--- config.mk ---
export PLATFORM = sky130hd
export DESIGN_NAME = pic_ctrl
export DESIGN_NICKNAME = d
export VERILOG_FILES = /design/src/pic_pkg.sv /design/src/pic_ctrl.sv
export SDC_FILE = /design/constraint.sdc
export NUM_CORES = 1
export LEC_CHECK = 0
export BUFFER_PORTS_ARGS = -buffer_cell sky130_fd_sc_hd__buf_2
export CAP_MARGIN = 20
export CORE_ASPECT_RATIO = 0.7
export CORE_UTILIZATION = 34
export CTS_BUF_LIST = sky130_fd_sc_hd__clkbuf_8
export DETAILED_ROUTE_END_ITERATION = 6
export MAX_ROUTING_LAYER = met4
export SLEW_MARGIN = 20
export SYNTH_ARGS = -nofsm -noshare
export SYNTH_HDL_FRONTEND = slang
export SYNTH_SLANG_ARGS = --single-unit
--- constraint.sdc ---
create_clock -name ref_clk -period 3.3 [get_ports ref_clk]
set_clock_uncertainty 0.2 [all_clocks]
set_input_delay 0.66 -clock ref_clk [delete_from_list [all_inputs] [get_ports ref_clk]]
set_output_delay 0.66 -clock ref_clk [all_outputs]
set_load 0.05 [all_outputs]
--- src/pic_pkg.sv ---
// Constants, vectors and carrier types of the interrupt controller
// Assumes one 50 MHz instruction clock and a synchronous active-low reset
`default_nettype none
package pic_pkg;
  localparam int NSRC = 11;
  localparam int SRC_W = 4;
  localparam int VEC_W = 14;
  // Source index equals priority, 0 is the highest
  localparam logic [SRC_W-1:0] SRC_PD = 4'h0;
  localparam logic [SRC_W-1:0] SRC_EXT_B = 4'h1;
  localparam logic [SRC_W-1:0] SRC_L1 = 4'h2;
  localparam logic [SRC_W-1:0] SRC_L0 = 4'h3;
  localparam logic [SRC_W-1:0] SRC_S0TX = 4'h4;
  localparam logic [SRC_W-1:0] SRC_S0RX = 4'h5;
  localparam logic [SRC_W-1:0] SRC_EDGE = 4'h6;
  localparam logic [SRC_W-1:0] SRC_BYTE_DMA = 4'h7;
  localparam logic [SRC_W-1:0] SRC_S1TX = 4'h8;
  localparam logic [SRC_W-1:0] SRC_S1RX = 4'h9;
  localparam logic [SRC_W-1:0] SRC_TIMER = 4'hA;
  localparam logic [VEC_W-1:0] RESET_VEC = 14'h0000;
  localparam logic [VEC_W-1:0] VEC_TAB [NSRC] = '{
    14'h002C, 14'h0004, 14'h0008, 14'h000C, 14'h0010, 14'h0014,
    14'h0018, 14'h001C, 14'h0020, 14'h0024, 14'h0028};
  localparam logic [NSRC-1:0] MASK_RST = 11'h000;
  localparam logic [NSRC-1:0] MASK_NMI = 11'h001;
  localparam logic GIE_RST = 1'b1;
  localparam int MODE_STATUS_REG_W = 7;
  localparam logic [MODE_STATUS_REG_W-1:0] MODE_STATUS_REG_RST = 7'h00;
  // Input clock runs at half the instruction rate
  localparam int REF_CLK_HZ = 50_000_000;
  localparam int INCLK_HZ = 25_000_000;
  localparam int CYC_PER_INCLK = REF_CLK_HZ / INCLK_HZ;
  localparam int PD_FAST_INCLK = 200;
  localparam int PD_XTAL_INCLK = 4096;
  localparam int PD_FAST_CYC = PD_FAST_INCLK * CYC_PER_INCLK;
  localparam int PD_XTAL_CYC = PD_XTAL_INCLK * CYC_PER_INCLK;
  localparam int REC_W = 14;
  localparam int SLOW_DIV_MIN = 16;
  localparam int DIV_W = 8;
  localparam int STACK_DEPTH_DEF = 12;
  localparam int STAT_W_DEF = 16;

  typedef struct packed {
    logic nest_en;
    logic edge_ext_b;
    logic edge_a1;
    logic edge_a0;
  } pic_ctrl_t;
  localparam pic_ctrl_t CTRL_RST = 4'h0;

  typedef struct packed {
    logic [NSRC-1:0] force_bits;
    logic [NSRC-1:0] clear_bits;
  } pic_fc_t;

  typedef struct packed {
    logic valid;
    logic [SRC_W-1:0] idx;
  } pic_sel_t;

  typedef enum logic [1:0] {
    PD_RUN = 2'b00,
    PD_SLEEP = 2'b01,
    PD_RECOV = 2'b10
  } pic_pd_t;

  typedef enum logic [1:0] {
    BT_HOLD = 2'b00,
    BT_LOAD = 2'b01,
    BT_DONE = 2'b10
  } pic_boot_t;
endpackage
`default_nettype wire

--- src/pic_ctrl.sv ---
// Prioritized vectored interrupt controller with low-power and reset control
// Assumes the core acknowledges vectors and executes the opcodes it reports
`default_nettype none
module pic_ctrl
  import pic_pkg::*;
#(
  parameter int STACK_DEPTH = STACK_DEPTH_DEF,
  parameter int STAT_W = STAT_W_DEF,
  parameter int PD_XTAL_CYCLES = PD_XTAL_CYC
) (
  input wire logic ref_clk,
  input wire logic rst_b,
  // Level input, edge when edge_ext_b is set; shares a pin with programmable_flag_pins_upper
  input wire logic ext_int_b,
  input wire logic level_int_0,
  input wire logic level_int_1,
  input wire logic edge_int,
  input wire logic serial1_is_flags,
  input wire logic ext_int_a0,
  input wire logic ext_int_a1,
  input wire logic flag_input,
  output logic flag_input_val,
  input wire logic flag_out_wr,
  input wire logic flag_out_wdata,
  output logic flag_output,
  input wire logic serial0_tx_evt,
  input wire logic serial0_rx_evt,
  input wire logic serial1_tx_evt,
  input wire logic serial1_rx_evt,
  input wire logic byte_dma_evt,
  input wire logic timer_evt,
  input wire logic powerdown_request_pin,
  output logic powerdown_ack_pin,
  input wire logic pd_enter_op,
  input wire logic osc_stopped,
  input wire logic powerup_context_reset_bit,
  input wire logic mask_wr,
  input wire logic [NSRC-1:0] mask_wdata,
  output logic [NSRC-1:0] interrupt_mask_reg,
  input wire logic ctrl_wr,
  input wire pic_ctrl_t ctrl_wdata,
  output pic_ctrl_t interrupt_control_reg,
  input wire logic fc_wr,
  input wire pic_fc_t fc_wdata,
  input wire logic global_int_enable_op,
  input wire logic global_int_disable_op,
  output logic int_enabled,
  output logic int_req,
  output logic [VEC_W-1:0] int_vector,
  output logic [SRC_W-1:0] int_src,
  input wire logic int_ack,
  input wire logic int_rti,
  input wire logic loop_push,
  input wire logic loop_pop,
  input wire logic [STAT_W-1:0] status_in,
  output logic [STAT_W-1:0] status_out,
  output logic stack_overflow,
  output logic stack_underflow,
  input wire logic ms_wr,
  input wire logic [MODE_STATUS_REG_W-1:0] ms_wdata,
  output logic [MODE_STATUS_REG_W-1:0] mode_status_reg,
  input wire logic idle_op,
  input wire logic slow_idle_en,
  input wire logic [1:0] slow_div_sel,
  output logic core_idle,
  output logic core_tick,
  input wire logic boot_cfg,
  input wire logic bus_req_pending,
  input wire logic boot_done,
  output logic boot_start,
  output logic core_restart,
  output logic core_resume,
  output logic [VEC_W-1:0] restart_vector
);
  localparam int SP_W = $clog2(STACK_DEPTH + 1);

  if (STACK_DEPTH < 1 || STACK_DEPTH > 255) begin : g_chk_stack
    $error("STACK_DEPTH out of range");
  end
  if (PD_XTAL_CYCLES < 1 || PD_XTAL_CYCLES >= (1 << REC_W)) begin : g_chk_rec
    $error("PD_XTAL_CYCLES does not fit the recovery counter");
  end

  function automatic pic_sel_t pri_enc(input logic [NSRC-1:0] v);
    pic_sel_t s;
    s = '0;
    for (int i = NSRC - 1; i >= 0; i--) begin
      if (v[i]) begin
        s.valid = 1'b1;
        s.idx = SRC_W'(i);
      end
    end
    return s;
  endfunction

  logic [NSRC-1:0] raw_prev_ff, latch_ff, mask_ff, in_svc_ff;
  pic_ctrl_t ctrl_ff;
  logic gie_ff, int_req_ff;
  logic [VEC_W-1:0] vec_ff;
  logic [SRC_W-1:0] src_ff;
  pic_pd_t pd_st_ff, nxt_pd_st;
  pic_boot_t bt_st_ff, nxt_bt_st;
  logic [REC_W-1:0] rec_cnt_ff, nxt_rec_cnt;
  logic idle_ff, slow_ff;
  logic [1:0] div_sel_ff;
  logic [DIV_W-1:0] div_cnt_ff;
  logic [STAT_W-1:0] stk_mem [STACK_DEPTH];
  logic [SP_W-1:0] sp_ff;
  logic [STAT_W-1:0] status_ff;
  logic ovf_ff, unf_ff, restart_ff, resume_ff, boot_start_ff;
  logic [MODE_STATUS_REG_W-1:0] ms_ff;
  logic flag_in_ff, flag_out_ff;

  // Request sources in priority order
  wire logic [NSRC-1:0] raw;
  assign raw[SRC_PD] = powerdown_request_pin;
  assign raw[SRC_EXT_B] = ext_int_b;
  assign raw[SRC_L1] = level_int_1;
  assign raw[SRC_L0] = level_int_0;
  assign raw[SRC_S0TX] = serial0_tx_evt;
  assign raw[SRC_S0RX] = serial0_rx_evt;
  assign raw[SRC_EDGE] = edge_int;
  assign raw[SRC_BYTE_DMA] = byte_dma_evt;
  assign raw[SRC_S1TX] = serial1_is_flags ? ext_int_a1 : serial1_tx_evt;
  assign raw[SRC_S1RX] = serial1_is_flags ? ext_int_a0 : serial1_rx_evt;
  assign raw[SRC_TIMER] = timer_evt;

  // Internal events are always latched on their rising edge
  wire logic edge_a1 = !serial1_is_flags || ctrl_ff.edge_a1;
  wire logic edge_a0 = !serial1_is_flags || ctrl_ff.edge_a0;
  wire logic [NSRC-1:0] is_edge = {1'b1, edge_a0, edge_a1, 1'b1, 1'b1,
    1'b1, 1'b1, 1'b0, 1'b0, ctrl_ff.edge_ext_b, 1'b1};

  wire logic [NSRC-1:0] rise = raw & ~raw_prev_ff;
  // While asleep the pin edge is a wake-up, not a new request
  wire logic [NSRC-1:0] pd_gate = (pd_st_ff == PD_RUN) ? '1 : ~MASK_NMI;
  wire logic [NSRC-1:0] edge_set = rise & is_edge & pd_gate;
  wire logic [NSRC-1:0] fc_set = fc_wr ? fc_wdata.force_bits : '0;
  wire logic [NSRC-1:0] fc_clr = fc_wr ? fc_wdata.clear_bits : '0;
  wire logic ack_take = int_ack && int_req_ff;
  wire logic [NSRC-1:0] one = NSRC'(1);
  wire logic [NSRC-1:0] ack_oh = ack_take ? (one << src_ff) : '0;
  // Set wins over clear so a coincident edge is not lost
  wire logic [NSRC-1:0] nxt_latch =
    (latch_ff & ~(fc_clr | ack_oh)) | edge_set | fc_set;
  wire logic [NSRC-1:0] pending = latch_ff | (raw & ~is_edge);

  wire logic [NSRC-1:0] unmasked = pending & (mask_ff | MASK_NMI);
  wire logic [NSRC-1:0] elig = unmasked & {NSRC{gie_ff}};
  wire pic_sel_t sel = pri_enc(elig);
  wire pic_sel_t top = pri_enc(in_svc_ff);
  wire logic nest_ok = ctrl_ff.nest_en ?
    (!top.valid || sel.idx < top.idx) : !top.valid;
  wire logic can_issue = sel.valid && nest_ok &&
    pd_st_ff == PD_RUN && bt_st_ff == BT_DONE;
  // Only service is held off; DMA and autobuffer paths never see this
  wire logic nxt_int_req = can_issue && !int_ack && !mask_wr &&
    !global_int_disable_op;
  wire logic [NSRC-1:0] rti_oh = (int_rti && top.valid) ?
    (one << top.idx) : '0;
  wire logic [NSRC-1:0] nxt_svc = (in_svc_ff & ~rti_oh) | ack_oh;
  wire logic nxt_gie = global_int_enable_op ? 1'b1 :
    (global_int_disable_op ? 1'b0 : gie_ff);

  always_ff @(posedge ref_clk) begin
    if (!rst_b) begin
      raw_prev_ff <= '0;
      latch_ff <= '0;
      mask_ff <= MASK_RST;
      ctrl_ff <= CTRL_RST;
      in_svc_ff <= '0;
      gie_ff <= GIE_RST;
      int_req_ff <= 1'b0;
      vec_ff <= RESET_VEC;
      src_ff <= SRC_PD;
    end else begin
      raw_prev_ff <= raw;
      latch_ff <= nxt_latch;
      mask_ff <= mask_wr ? mask_wdata : mask_ff;
      ctrl_ff <= ctrl_wr ? ctrl_wdata : ctrl_ff;
      in_svc_ff <= nxt_svc;
      gie_ff <= nxt_gie;
      int_req_ff <= nxt_int_req;
      vec_ff <= VEC_TAB[sel.idx];
      src_ff <= sel.idx;
    end
  end

  // Status stack, shared by interrupt service and loop nesting
  wire logic do_push = ack_take || loop_push;
  wire logic do_pop = int_rti || loop_pop;
  wire logic stk_full = sp_ff == SP_W'(STACK_DEPTH);
  wire logic stk_empty = sp_ff == '0;
  wire logic [SP_W-1:0] sp_dec = sp_ff - SP_W'(1);

  always_ff @(posedge ref_clk) begin
    if (do_push && !stk_full) begin
      stk_mem[sp_ff] <= status_in;
    end
  end

  always_ff @(posedge ref_clk) begin
    if (!rst_b) begin
      sp_ff <= '0;
      status_ff <= '0;
      ovf_ff <= 1'b0;
      unf_ff <= 1'b0;
      ms_ff <= MODE_STATUS_REG_RST;
    end else begin
      if (do_push) begin
        sp_ff <= stk_full ? sp_ff : sp_ff + SP_W'(1);
        ovf_ff <= ovf_ff || stk_full;
      end else if (do_pop) begin
        sp_ff <= stk_empty ? sp_ff : sp_dec;
        status_ff <= stk_empty ? status_ff : stk_mem[sp_dec];
        unf_ff <= unf_ff || stk_empty;
      end
      ms_ff <= ms_wr ? ms_wdata : ms_ff;
    end
  end

  // Idle and slow idle; the core advances only on core_tick
  wire logic wake = |unmasked;
  wire logic [DIV_W-1:0] div_last =
    (DIV_W'(SLOW_DIV_MIN) << div_sel_ff) - DIV_W'(1);

  always_ff @(posedge ref_clk) begin
    if (!rst_b) begin
      idle_ff <= 1'b0;
      slow_ff <= 1'b0;
      div_sel_ff <= 2'h0;
      div_cnt_ff <= '0;
    end else begin
      idle_ff <= idle_op || (idle_ff && !wake);
      slow_ff <= (idle_op && slow_idle_en) || (slow_ff && !wake);
      div_sel_ff <= idle_op ? slow_div_sel : div_sel_ff;
      div_cnt_ff <= (!slow_ff || div_cnt_ff == div_last) ?
        '0 : div_cnt_ff + DIV_W'(1);
    end
  end

  // Power-down sequencing; reset always returns to run
  wire logic pd_done = pd_st_ff == PD_RECOV && rec_cnt_ff == '0;
  wire logic [REC_W-1:0] rec_load = osc_stopped ?
    REC_W'(PD_XTAL_CYCLES - 1) : REC_W'(PD_FAST_CYC - 1);

  always_comb begin
    nxt_pd_st = pd_st_ff;
    nxt_rec_cnt = rec_cnt_ff;
    case (pd_st_ff)
      PD_RUN: begin
        if (pd_enter_op) begin
          nxt_pd_st = PD_SLEEP;
        end
      end
      PD_SLEEP: begin
        if (rise[SRC_PD]) begin
          nxt_pd_st = PD_RECOV;
          nxt_rec_cnt = rec_load;
        end
      end
      PD_RECOV: begin
        if (pd_done) begin
          nxt_pd_st = PD_RUN;
        end else begin
          nxt_rec_cnt = rec_cnt_ff - REC_W'(1);
        end
      end
      default: nxt_pd_st = PD_RUN;
    endcase
  end

  // Boot and first fetch after reset release
  wire logic bt_go = bt_st_ff == BT_HOLD && !bus_req_pending;
  wire logic bt_boot = bt_go && boot_cfg;
  wire logic bt_fin = (bt_go && !boot_cfg) ||
    (bt_st_ff == BT_LOAD && boot_done);

  always_comb begin
    nxt_bt_st = bt_st_ff;
    case (bt_st_ff)
      BT_HOLD: begin
        if (bt_boot) begin
          nxt_bt_st = BT_LOAD;
        end else if (bt_fin) begin
          nxt_bt_st = BT_DONE;
        end
      end
      BT_LOAD: begin
        if (boot_done) begin
          nxt_bt_st = BT_DONE;
        end
      end
      default: nxt_bt_st = BT_DONE;
    endcase
  end

  always_ff @(posedge ref_clk) begin
    if (!rst_b) begin
      pd_st_ff <= PD_RUN;
      rec_cnt_ff <= '0;
      bt_st_ff <= BT_HOLD;
      boot_start_ff <= 1'b0;
      restart_ff <= 1'b0;
      resume_ff <= 1'b0;
      flag_in_ff <= 1'b0;
      flag_out_ff <= 1'b0;
    end else begin
      pd_st_ff <= nxt_pd_st;
      rec_cnt_ff <= nxt_rec_cnt;
      bt_st_ff <= nxt_bt_st;
      boot_start_ff <= bt_boot;
      restart_ff <= bt_fin || (pd_done && powerup_context_reset_bit);
      resume_ff <= pd_done && !powerup_context_reset_bit;
      flag_in_ff <= serial1_is_flags && flag_input;
      flag_out_ff <= flag_out_wr ? flag_out_wdata : flag_out_ff;
    end
  end

  assign powerdown_ack_pin = pd_st_ff == PD_SLEEP;
  assign core_tick = !slow_ff || div_cnt_ff == '0;
  assign restart_vector = RESET_VEC;
  assign flag_output = serial1_is_flags && flag_out_ff;
  assign flag_input_val = flag_in_ff;
  assign interrupt_mask_reg = mask_ff;
  assign interrupt_control_reg = ctrl_ff;
  assign int_enabled = gie_ff;
  assign int_req = int_req_ff;
  assign int_vector = vec_ff;
  assign int_src = src_ff;
  assign status_out = status_ff;
  assign stack_overflow = ovf_ff;
  assign stack_underflow = unf_ff;
  assign mode_status_reg = ms_ff;
  assign core_idle = idle_ff;
  assign boot_start = boot_start_ff;
  assign core_restart = restart_ff;
  assign core_resume = resume_ff;

  // Cycles since the acknowledge pin fell, so long waits need no delay
  logic [REC_W-1:0] a_cnt_ff;
  logic a_fast_ff, a_wake_ff;
  always_ff @(posedge ref_clk) begin
    a_cnt_ff <= powerdown_ack_pin ? '0 : a_cnt_ff + REC_W'(1);
    a_fast_ff <= powerdown_ack_pin ? !osc_stopped : a_fast_ff;
    a_wake_ff <= rst_b && (powerdown_ack_pin ||
      (a_wake_ff && !core_restart && !core_resume));
  end
  logic [NSRC-1:0] mask_prev_ff;
  always_ff @(posedge ref_clk) begin
    mask_prev_ff <= mask_ff | MASK_NMI;
  end
  wire logic seq_busy = !ctrl_ff.nest_en && (|in_svc_ff);
endmodule // pic_ctrl
`default_nettype wire

==> results of run 1 <==
==> worst max-delay path, cell delays in order, from the launching register on <==
cell	delay, ns
dfxtp_1	0.34
inv_1	0.08
ha_1	0.13
or4b_2	0.59
o41ai_2	0.20
buf_2	0.31
==> logic make-up after synthesis <==
| group | synth area share (%) |
|---|---|
| muxes | 10.45 |
| buffers and inverters | 3.393 |
| and+or+nand+nor | 11.91 |
| AOI/OAI and AO/OA | 8.776 |
| other | 0.02897 |
| xor gates and xnor gates | 1.286 |
| DFF | 63.10 |
| adders and majority gates | 1.063 |
==> layout make-up <==
cell class                      count  area (sq um)  share of cell area, %
Clock buffer                       60         825.8                  5.411
Clock inverter                     29         130.1                 0.8527
Multi-Input combinational cell    582          4442                  29.11
Timing Repair Buffer              182          1003                  6.575
Tap cell                          488         610.6                  4.001
Antenna cell                        1         2.502                0.01640
Inverter                           20         75.07                 0.4919
Sequential cell                   312          8172                  53.55
==> synthesized netlist by cell type, types with 3 or more instances <==
cell type | n | share of area, %
edfxtp_1 | 192 | 45
dfxtp_1 | 120 | 19
nand2_1 | 72 | 2.1
nor2_1 | 56 | 1.6
nor2b_1 | 52 | 2.5
mux4_2 | 48 | 8.4
nand3_1 | 28 | 1.1
buf_4 | 26 | 1.5
mux2i_1 | 26 | 2.0
clkbuf_1 | 25 | 0.72
and2_1 | 24 | 1.2
a21boi_0 | 21 | 1.2
a21oi_1 | 20 | 0.77
inv_1 | 20 | 0.58
o21ai_0 | 18 | 0.70
o32ai_1 | 17 | 1.2
a211oi_1 | 15 | 0.87
nor3_1 | 12 | 0.46
ha_1 | 11 | 1.1
xor2_1 | 11 | 0.74
and3_1 | 10 | 0.48
o21a_1 | 10 | 0.58
buf_2 | 9 | 0.35
nand2b_1 | 9 | 0.43
a22oi_1 | 8 | 0.46
o21ai_1 | 8 | 0.31
xnor2_1 | 8 | 0.54
a21boi_1 | 6 | 0.35
nor3b_1 | 6 | 0.35
buf_1 | 5 | 0.14
nor4_1 | 5 | 0.24
a21boi_2 | 3 | 0.26
a32oi_1 | 3 | 0.20
o211a_1 | 3 | 0.23
==> worst paths after layout <==
path	slack [ns]	from	to	depth (start not counted)
max	0.23	div_cnt_ff[0]	core_tick	5
max reg2reg	0.59	sp_ff[1]	status_out[13]	7
min	0.08	global_int_enable_op	int_enabled	2
min reg2reg	0.26	stack_underflow	stack_underflow	1
==> power breakdown <==
part	internal, mW	switching (mW)
registers	4.39	0.131
clock network	1.65	1.53
logic	0.806	1.39
total	6.85	3.06
==> stage by stage <==
stage	instance area (sq um)	hold slack (ns)	instances
CTS	15260	0.009404	1673
detailed placement	14300	0.2509	1584
global route	15260	0.04378	1674
global placement	14300	0.2465	1584
finish	15260	0.08055	1674
floorplan	13040	0.2300	980
==> metal layers <==
| layer | track usage (%) | routed length (microns) | part of all wire [%] | up-vias |
|---|---|---|---|---|
| li1 | - | - | - | 3914 |
| met1 | 23.69 | 15690 | 50 | 4140 |
| met2 | 24.29 | 13580 | 43 | 204 |
| met3 | 3.424 | 1800 | 5.7 | 58 |
| met4 | 4.724 | 614 | 1.9 | 0 |
| met5 | - | 0 | 0 | - |
==> flow_metrics.tcl, run 1 <==
set metrics [dict create \
    end_kind "output port" \
    required_ns 2.44 \
    fin_nets 1256 \
    power_density_mw_per_mm2 649.0 \
    synth_cell_types 69 \
    preCtsSetupSlack_ns 0.2509 \
    final_common_cell "edfxtp_1" \
    initial_core_util_pct 34.66 \
    rows 59 \
    largest_reg_flops 192 \
    min_period_ns 3.067 \
    fin_ws_ns 0.2331 \
    max_freq_ghz 0.3261 \
    maxCapViolations 0 \
    post-cts-setup-buffer-count 0 \
    nFillCells 3557 \
    drt-total-wl_mm 31.68 \
    htree_levels 2 \
    drt_iter0_markers 564 \
    die_w_microns 235.2 \
    setup_viol 0 \
    netlist_instances 957 \
    wl_per_cell_microns 18.93 \
    final_util_pct 40.86 \
    path_max_fanout 4 \
    timing.final.crit_share_pct 92.94 \
    area_growth_pct 17.89 \
    yosys_register_bits 312 \
    core_area_sq_mm 0.03735 \
    post_synth_instance_area_sq_mm 0.01294 \
    dieArea_sq_mm 0.03887 \
    rsz0062_at_grt "no" \
    port_buffers 156 \
    drive_gt1_share_pct 26.84 \
    critPathArrivalTime_ns 2.21 \
    dieHeight_microns 165.3 \
    crit_path_start_kind "flip-flop" \
    synthArstFlopShare_pct 0 \
    viasPerCell 4.968 \
    yosysWarnings 0 \
    ctsResizeCount 0 \
    synth-edff-count 192 \
    ir_worst_vdd_mv 0.2388 \
    layout_common_cells "192 x edfxtp_1, 155 x buf_2, 119 x dfxtp_1" \
    worst_pin_slew_ns 0.9923 \
    ios 181 \
    root_buffer "clkbuf_8" \
    numClockSinks 312 \
    place_hpwl_mm 20.66 \
    cts_inserted_buffers 48 \
    p_leak_nw 5.731 \
    regMostFlops "stk_mem" \
    gr-usage-all-layers_pct 16.74 \
    status "finished clean" \
    path_class "reg2out" \
    drv_slew 0 \
    syn_area_per_cell_sq_um 13.53 \
    drt_first_pass_iters 4 \
    grt_max_degree 58 \
    num_vias 8316 \
    clk_pin_slew_ns 0.06 \
    cts_buffer_depth 3 \
    power_mw 9.904 \
    clk_latency_ns 0.58 \
    ant_nets 0 \
    grt_pass1_vias 8026 \
    slew_headroom_pct 32.80 \
    tns_ns 0 \
    cts_tree "done" \
    cts_hold_buf 0 \
    drcViolationCount 0 \
    grt_overflow 0 \
    hold_path.class "in2reg" \
    synthFlopType "edfxtp_1" \
    seq_area_frac_synth_pct 63.10 \
    gp_congestion 0.8172 \
    antenna_found_initial 2 \
    grt_first_pass_wirelength_mm 47.80 \
    hold_viol 0 \
]
Note: power is estimated with default switching activity, not from simulation.
==> run 2, diff against run 1 <==
--- a/config.mk
+++ b/config.mk
@@ -11,7 +11,7 @@
 export CORE_UTILIZATION = 34
 export CTS_BUF_LIST = sky130_fd_sc_hd__clkbuf_8
 export DETAILED_ROUTE_END_ITERATION = 6
-export MAX_ROUTING_LAYER = met4
+export HOLD_SLACK_MARGIN = 0.08
 export SLEW_MARGIN = 20
 export SYNTH_ARGS = -nofsm -noshare
 export SYNTH_HDL_FRONTEND = slang
==> run 2 against run 1 <==
Global-route usage down 0.44 points; utilization up 0.29 points; sequential power about the same; critical endpoint unchanged; critical path type unchanged; register-to-register slack better by 0.02 ns; combinational power about the same; setup slack worse by 0.00053 ns; highest routed layer unchanged; critical path depth unchanged; final area up 0.72%; total power about the same; fmax about the same.
==> flow_metrics.tcl, run 2 (synthesis results as in run 1) <==
set metrics [dict create \
    largest_reg_flops 192 \
    gr-usage-all-layers_pct 16.30 \
    dp_cells 1584 \
    holdCritStartpoint "ms_wdata[1]" \
    layout_common_cells "192 x edfxtp_1, 155 x buf_2, 119 x dfxtp_1" \
    grt_pass1_vias 8090 \
    switching_share_pct 30.80 \
    path_class "reg2out" \
    hold_path.class "in2reg" \
    cts_inserted_buffers 48 \
    grt_overflow 0 \
    slowest_stage "or4b_2" \
    dieArea_sq_mm 0.03887 \
    port_buffers 156 \
    clock_power_share_pct 32.1 \
    ctsResizeCount 0 \
    min_period_ns 3.067 \
    p_comb_share_pct 22.2 \
    drv_slew 0 \
    drive_gt1_share_pct 26.59 \
    fin_nets 1267 \
    final_common_cell "edfxtp_1" \
    drt_first_pass_iters 5 \
    htree_levels 2 \
    worst_path_largest_cell_delay_ns 0.59 \
    critPathArrivalTime_ns 2.21 \
    gp_congestion 0.8055 \
    area_growth_pct 18.74 \
    grt_max_degree 58 \
    ios 181 \
    status "finished clean" \
    end_kind "output port" \
    dieHeight_microns 165.3 \
    slew_headroom_pct 33.49 \
    tns_ns 0 \
    place_hpwl_mm 20.66 \
    hold_viol 0 \
    regToRegStartpoint "sp_ff[1]" \
    ir_worst_vdd_mv 0.2345 \
    path_max_fanout 4 \
    net-switching-power_mw 3.051 \
    timing.final.crit_share_pct 92.95 \
    cts_buffer_depth 3 \
    ant_nets 0 \
    viasPerCell 4.959 \
    drt_iter0_markers 594 \
    wl_per_cell_microns 18.86 \
    initial_core_util_pct 34.66 \
    nFillCells 3550 \
    drt-total-wl_mm 31.77 \
    num_vias 8356 \
    internal_power_mw 6.856 \
    final_util_pct 41.15 \
    crit_path_start_kind "flip-flop" \
    setup_viol 0 \
    maxCapViolations 0 \
    clk_pin_slew_ns 0.07 \
    antenna_found_initial 1 \
    cp_cell_sequence "inv_1 > ha_1 > or4b_2 > o41ai_2 > buf_2" \
    die_w_microns 235.2 \
    drcViolationCount 0 \
    power_frac_seq_pct 45.7 \
    core_area_sq_mm 0.03735 \
    holdWs_ns 0.1347 \
    layoutNonFillerInstCount 1685 \
    rsz0062_at_grt "no" \
    setup.worst_path.start "div_cnt_ff[0]" \
    required_ns 2.44 \
    cts_tree "done" \
    root_buffer "clkbuf_8" \
    grt_first_pass_wirelength_mm 48.01 \
    worst_pin_slew_ns 0.9821 \
    power_density_mw_per_mm2 644.5 \
    numClockSinks 312 \
    regMostFlops "stk_mem" \
    clk_latency_ns 0.58 \
    p_leak_nw 5.777 \
    rows 59 \
    max_freq_ghz 0.3260 \
]
==> run 2: path summary, 6_finish.rpt <==
check,end,slack [ns],cells after the start
hold reg to reg,stack_underflow,0.26,1
hold / removal,mode_status_reg[1],0.13,3
setup / recovery,core_tick,0.23,5
setup reg to reg,status_out[13],0.61,7
==> run 2: per-layer routing <==
layer,track usage (%),vias to the layer above,part of all wire (%)
li1,-,3943,-
met1,23.79,4170,50
met2,24.24,187,43
met3,3.441,56,5.1
met4,4.991,0,2.0
met5,0,-,0
==> run 2: layout make-up <==
class | instances | area [sq um] | area share, %
Sequential cell | 312 | 8172 | 53.16
Multi-Input combinational cell | 582 | 4442 | 28.90
Timing Repair Buffer | 193 | 1114 | 7.245
Clock buffer | 60 | 825.8 | 5.372
Tap cell | 488 | 610.6 | 3.972
Clock inverter | 29 | 130.1 | 0.8466
Inverter | 20 | 75.07 | 0.4884
Antenna cell | 1 | 2.502 | 0.01628
==> run 2: what timing repair did <==
| item | in CTS | in global routing |
|---|---|---|
| hold buffers | 11 | 0 |
| hold endpoints to repair | 11 | 0 |
| buffers inserted | 0 | 0 |
==> run 2: metrics by stage <==
step	worst slack (ns)	cell area, sq um	power [mW]
after floorplan	0.3880	13040	6.138
after global placement	0.3468	14300	6.772
after detailed placement	0.2509	14300	6.808
after CTS	0.1516	15370	10.05
after global routing	0.1127	15370	10.37
final	0.2326	15370	9.907
==> run 2: critical path: cells and delay by family, from the launching register on <==
| family | cells | cell delay [ns] |
|---|---|---|
| buf+inv | 2 | 0.39 |
| fa+ha+maj | 1 | 0.13 |
| simple gates | 1 | 0.59 |
| compound gates | 1 | 0.20 |
| flops | 1 | 0.34 |
==> run 2: power by group through the flow <==
stage	Sequential, mW	Clock [mW]	Combinational, mW
floorplan	4.84	0	1.30
global placement	4.60	0	2.17
detailed placement	4.61	0	2.20
CTS	4.53	3.30	2.22
global route	4.55	3.45	2.37
finish	4.53	3.18	2.20
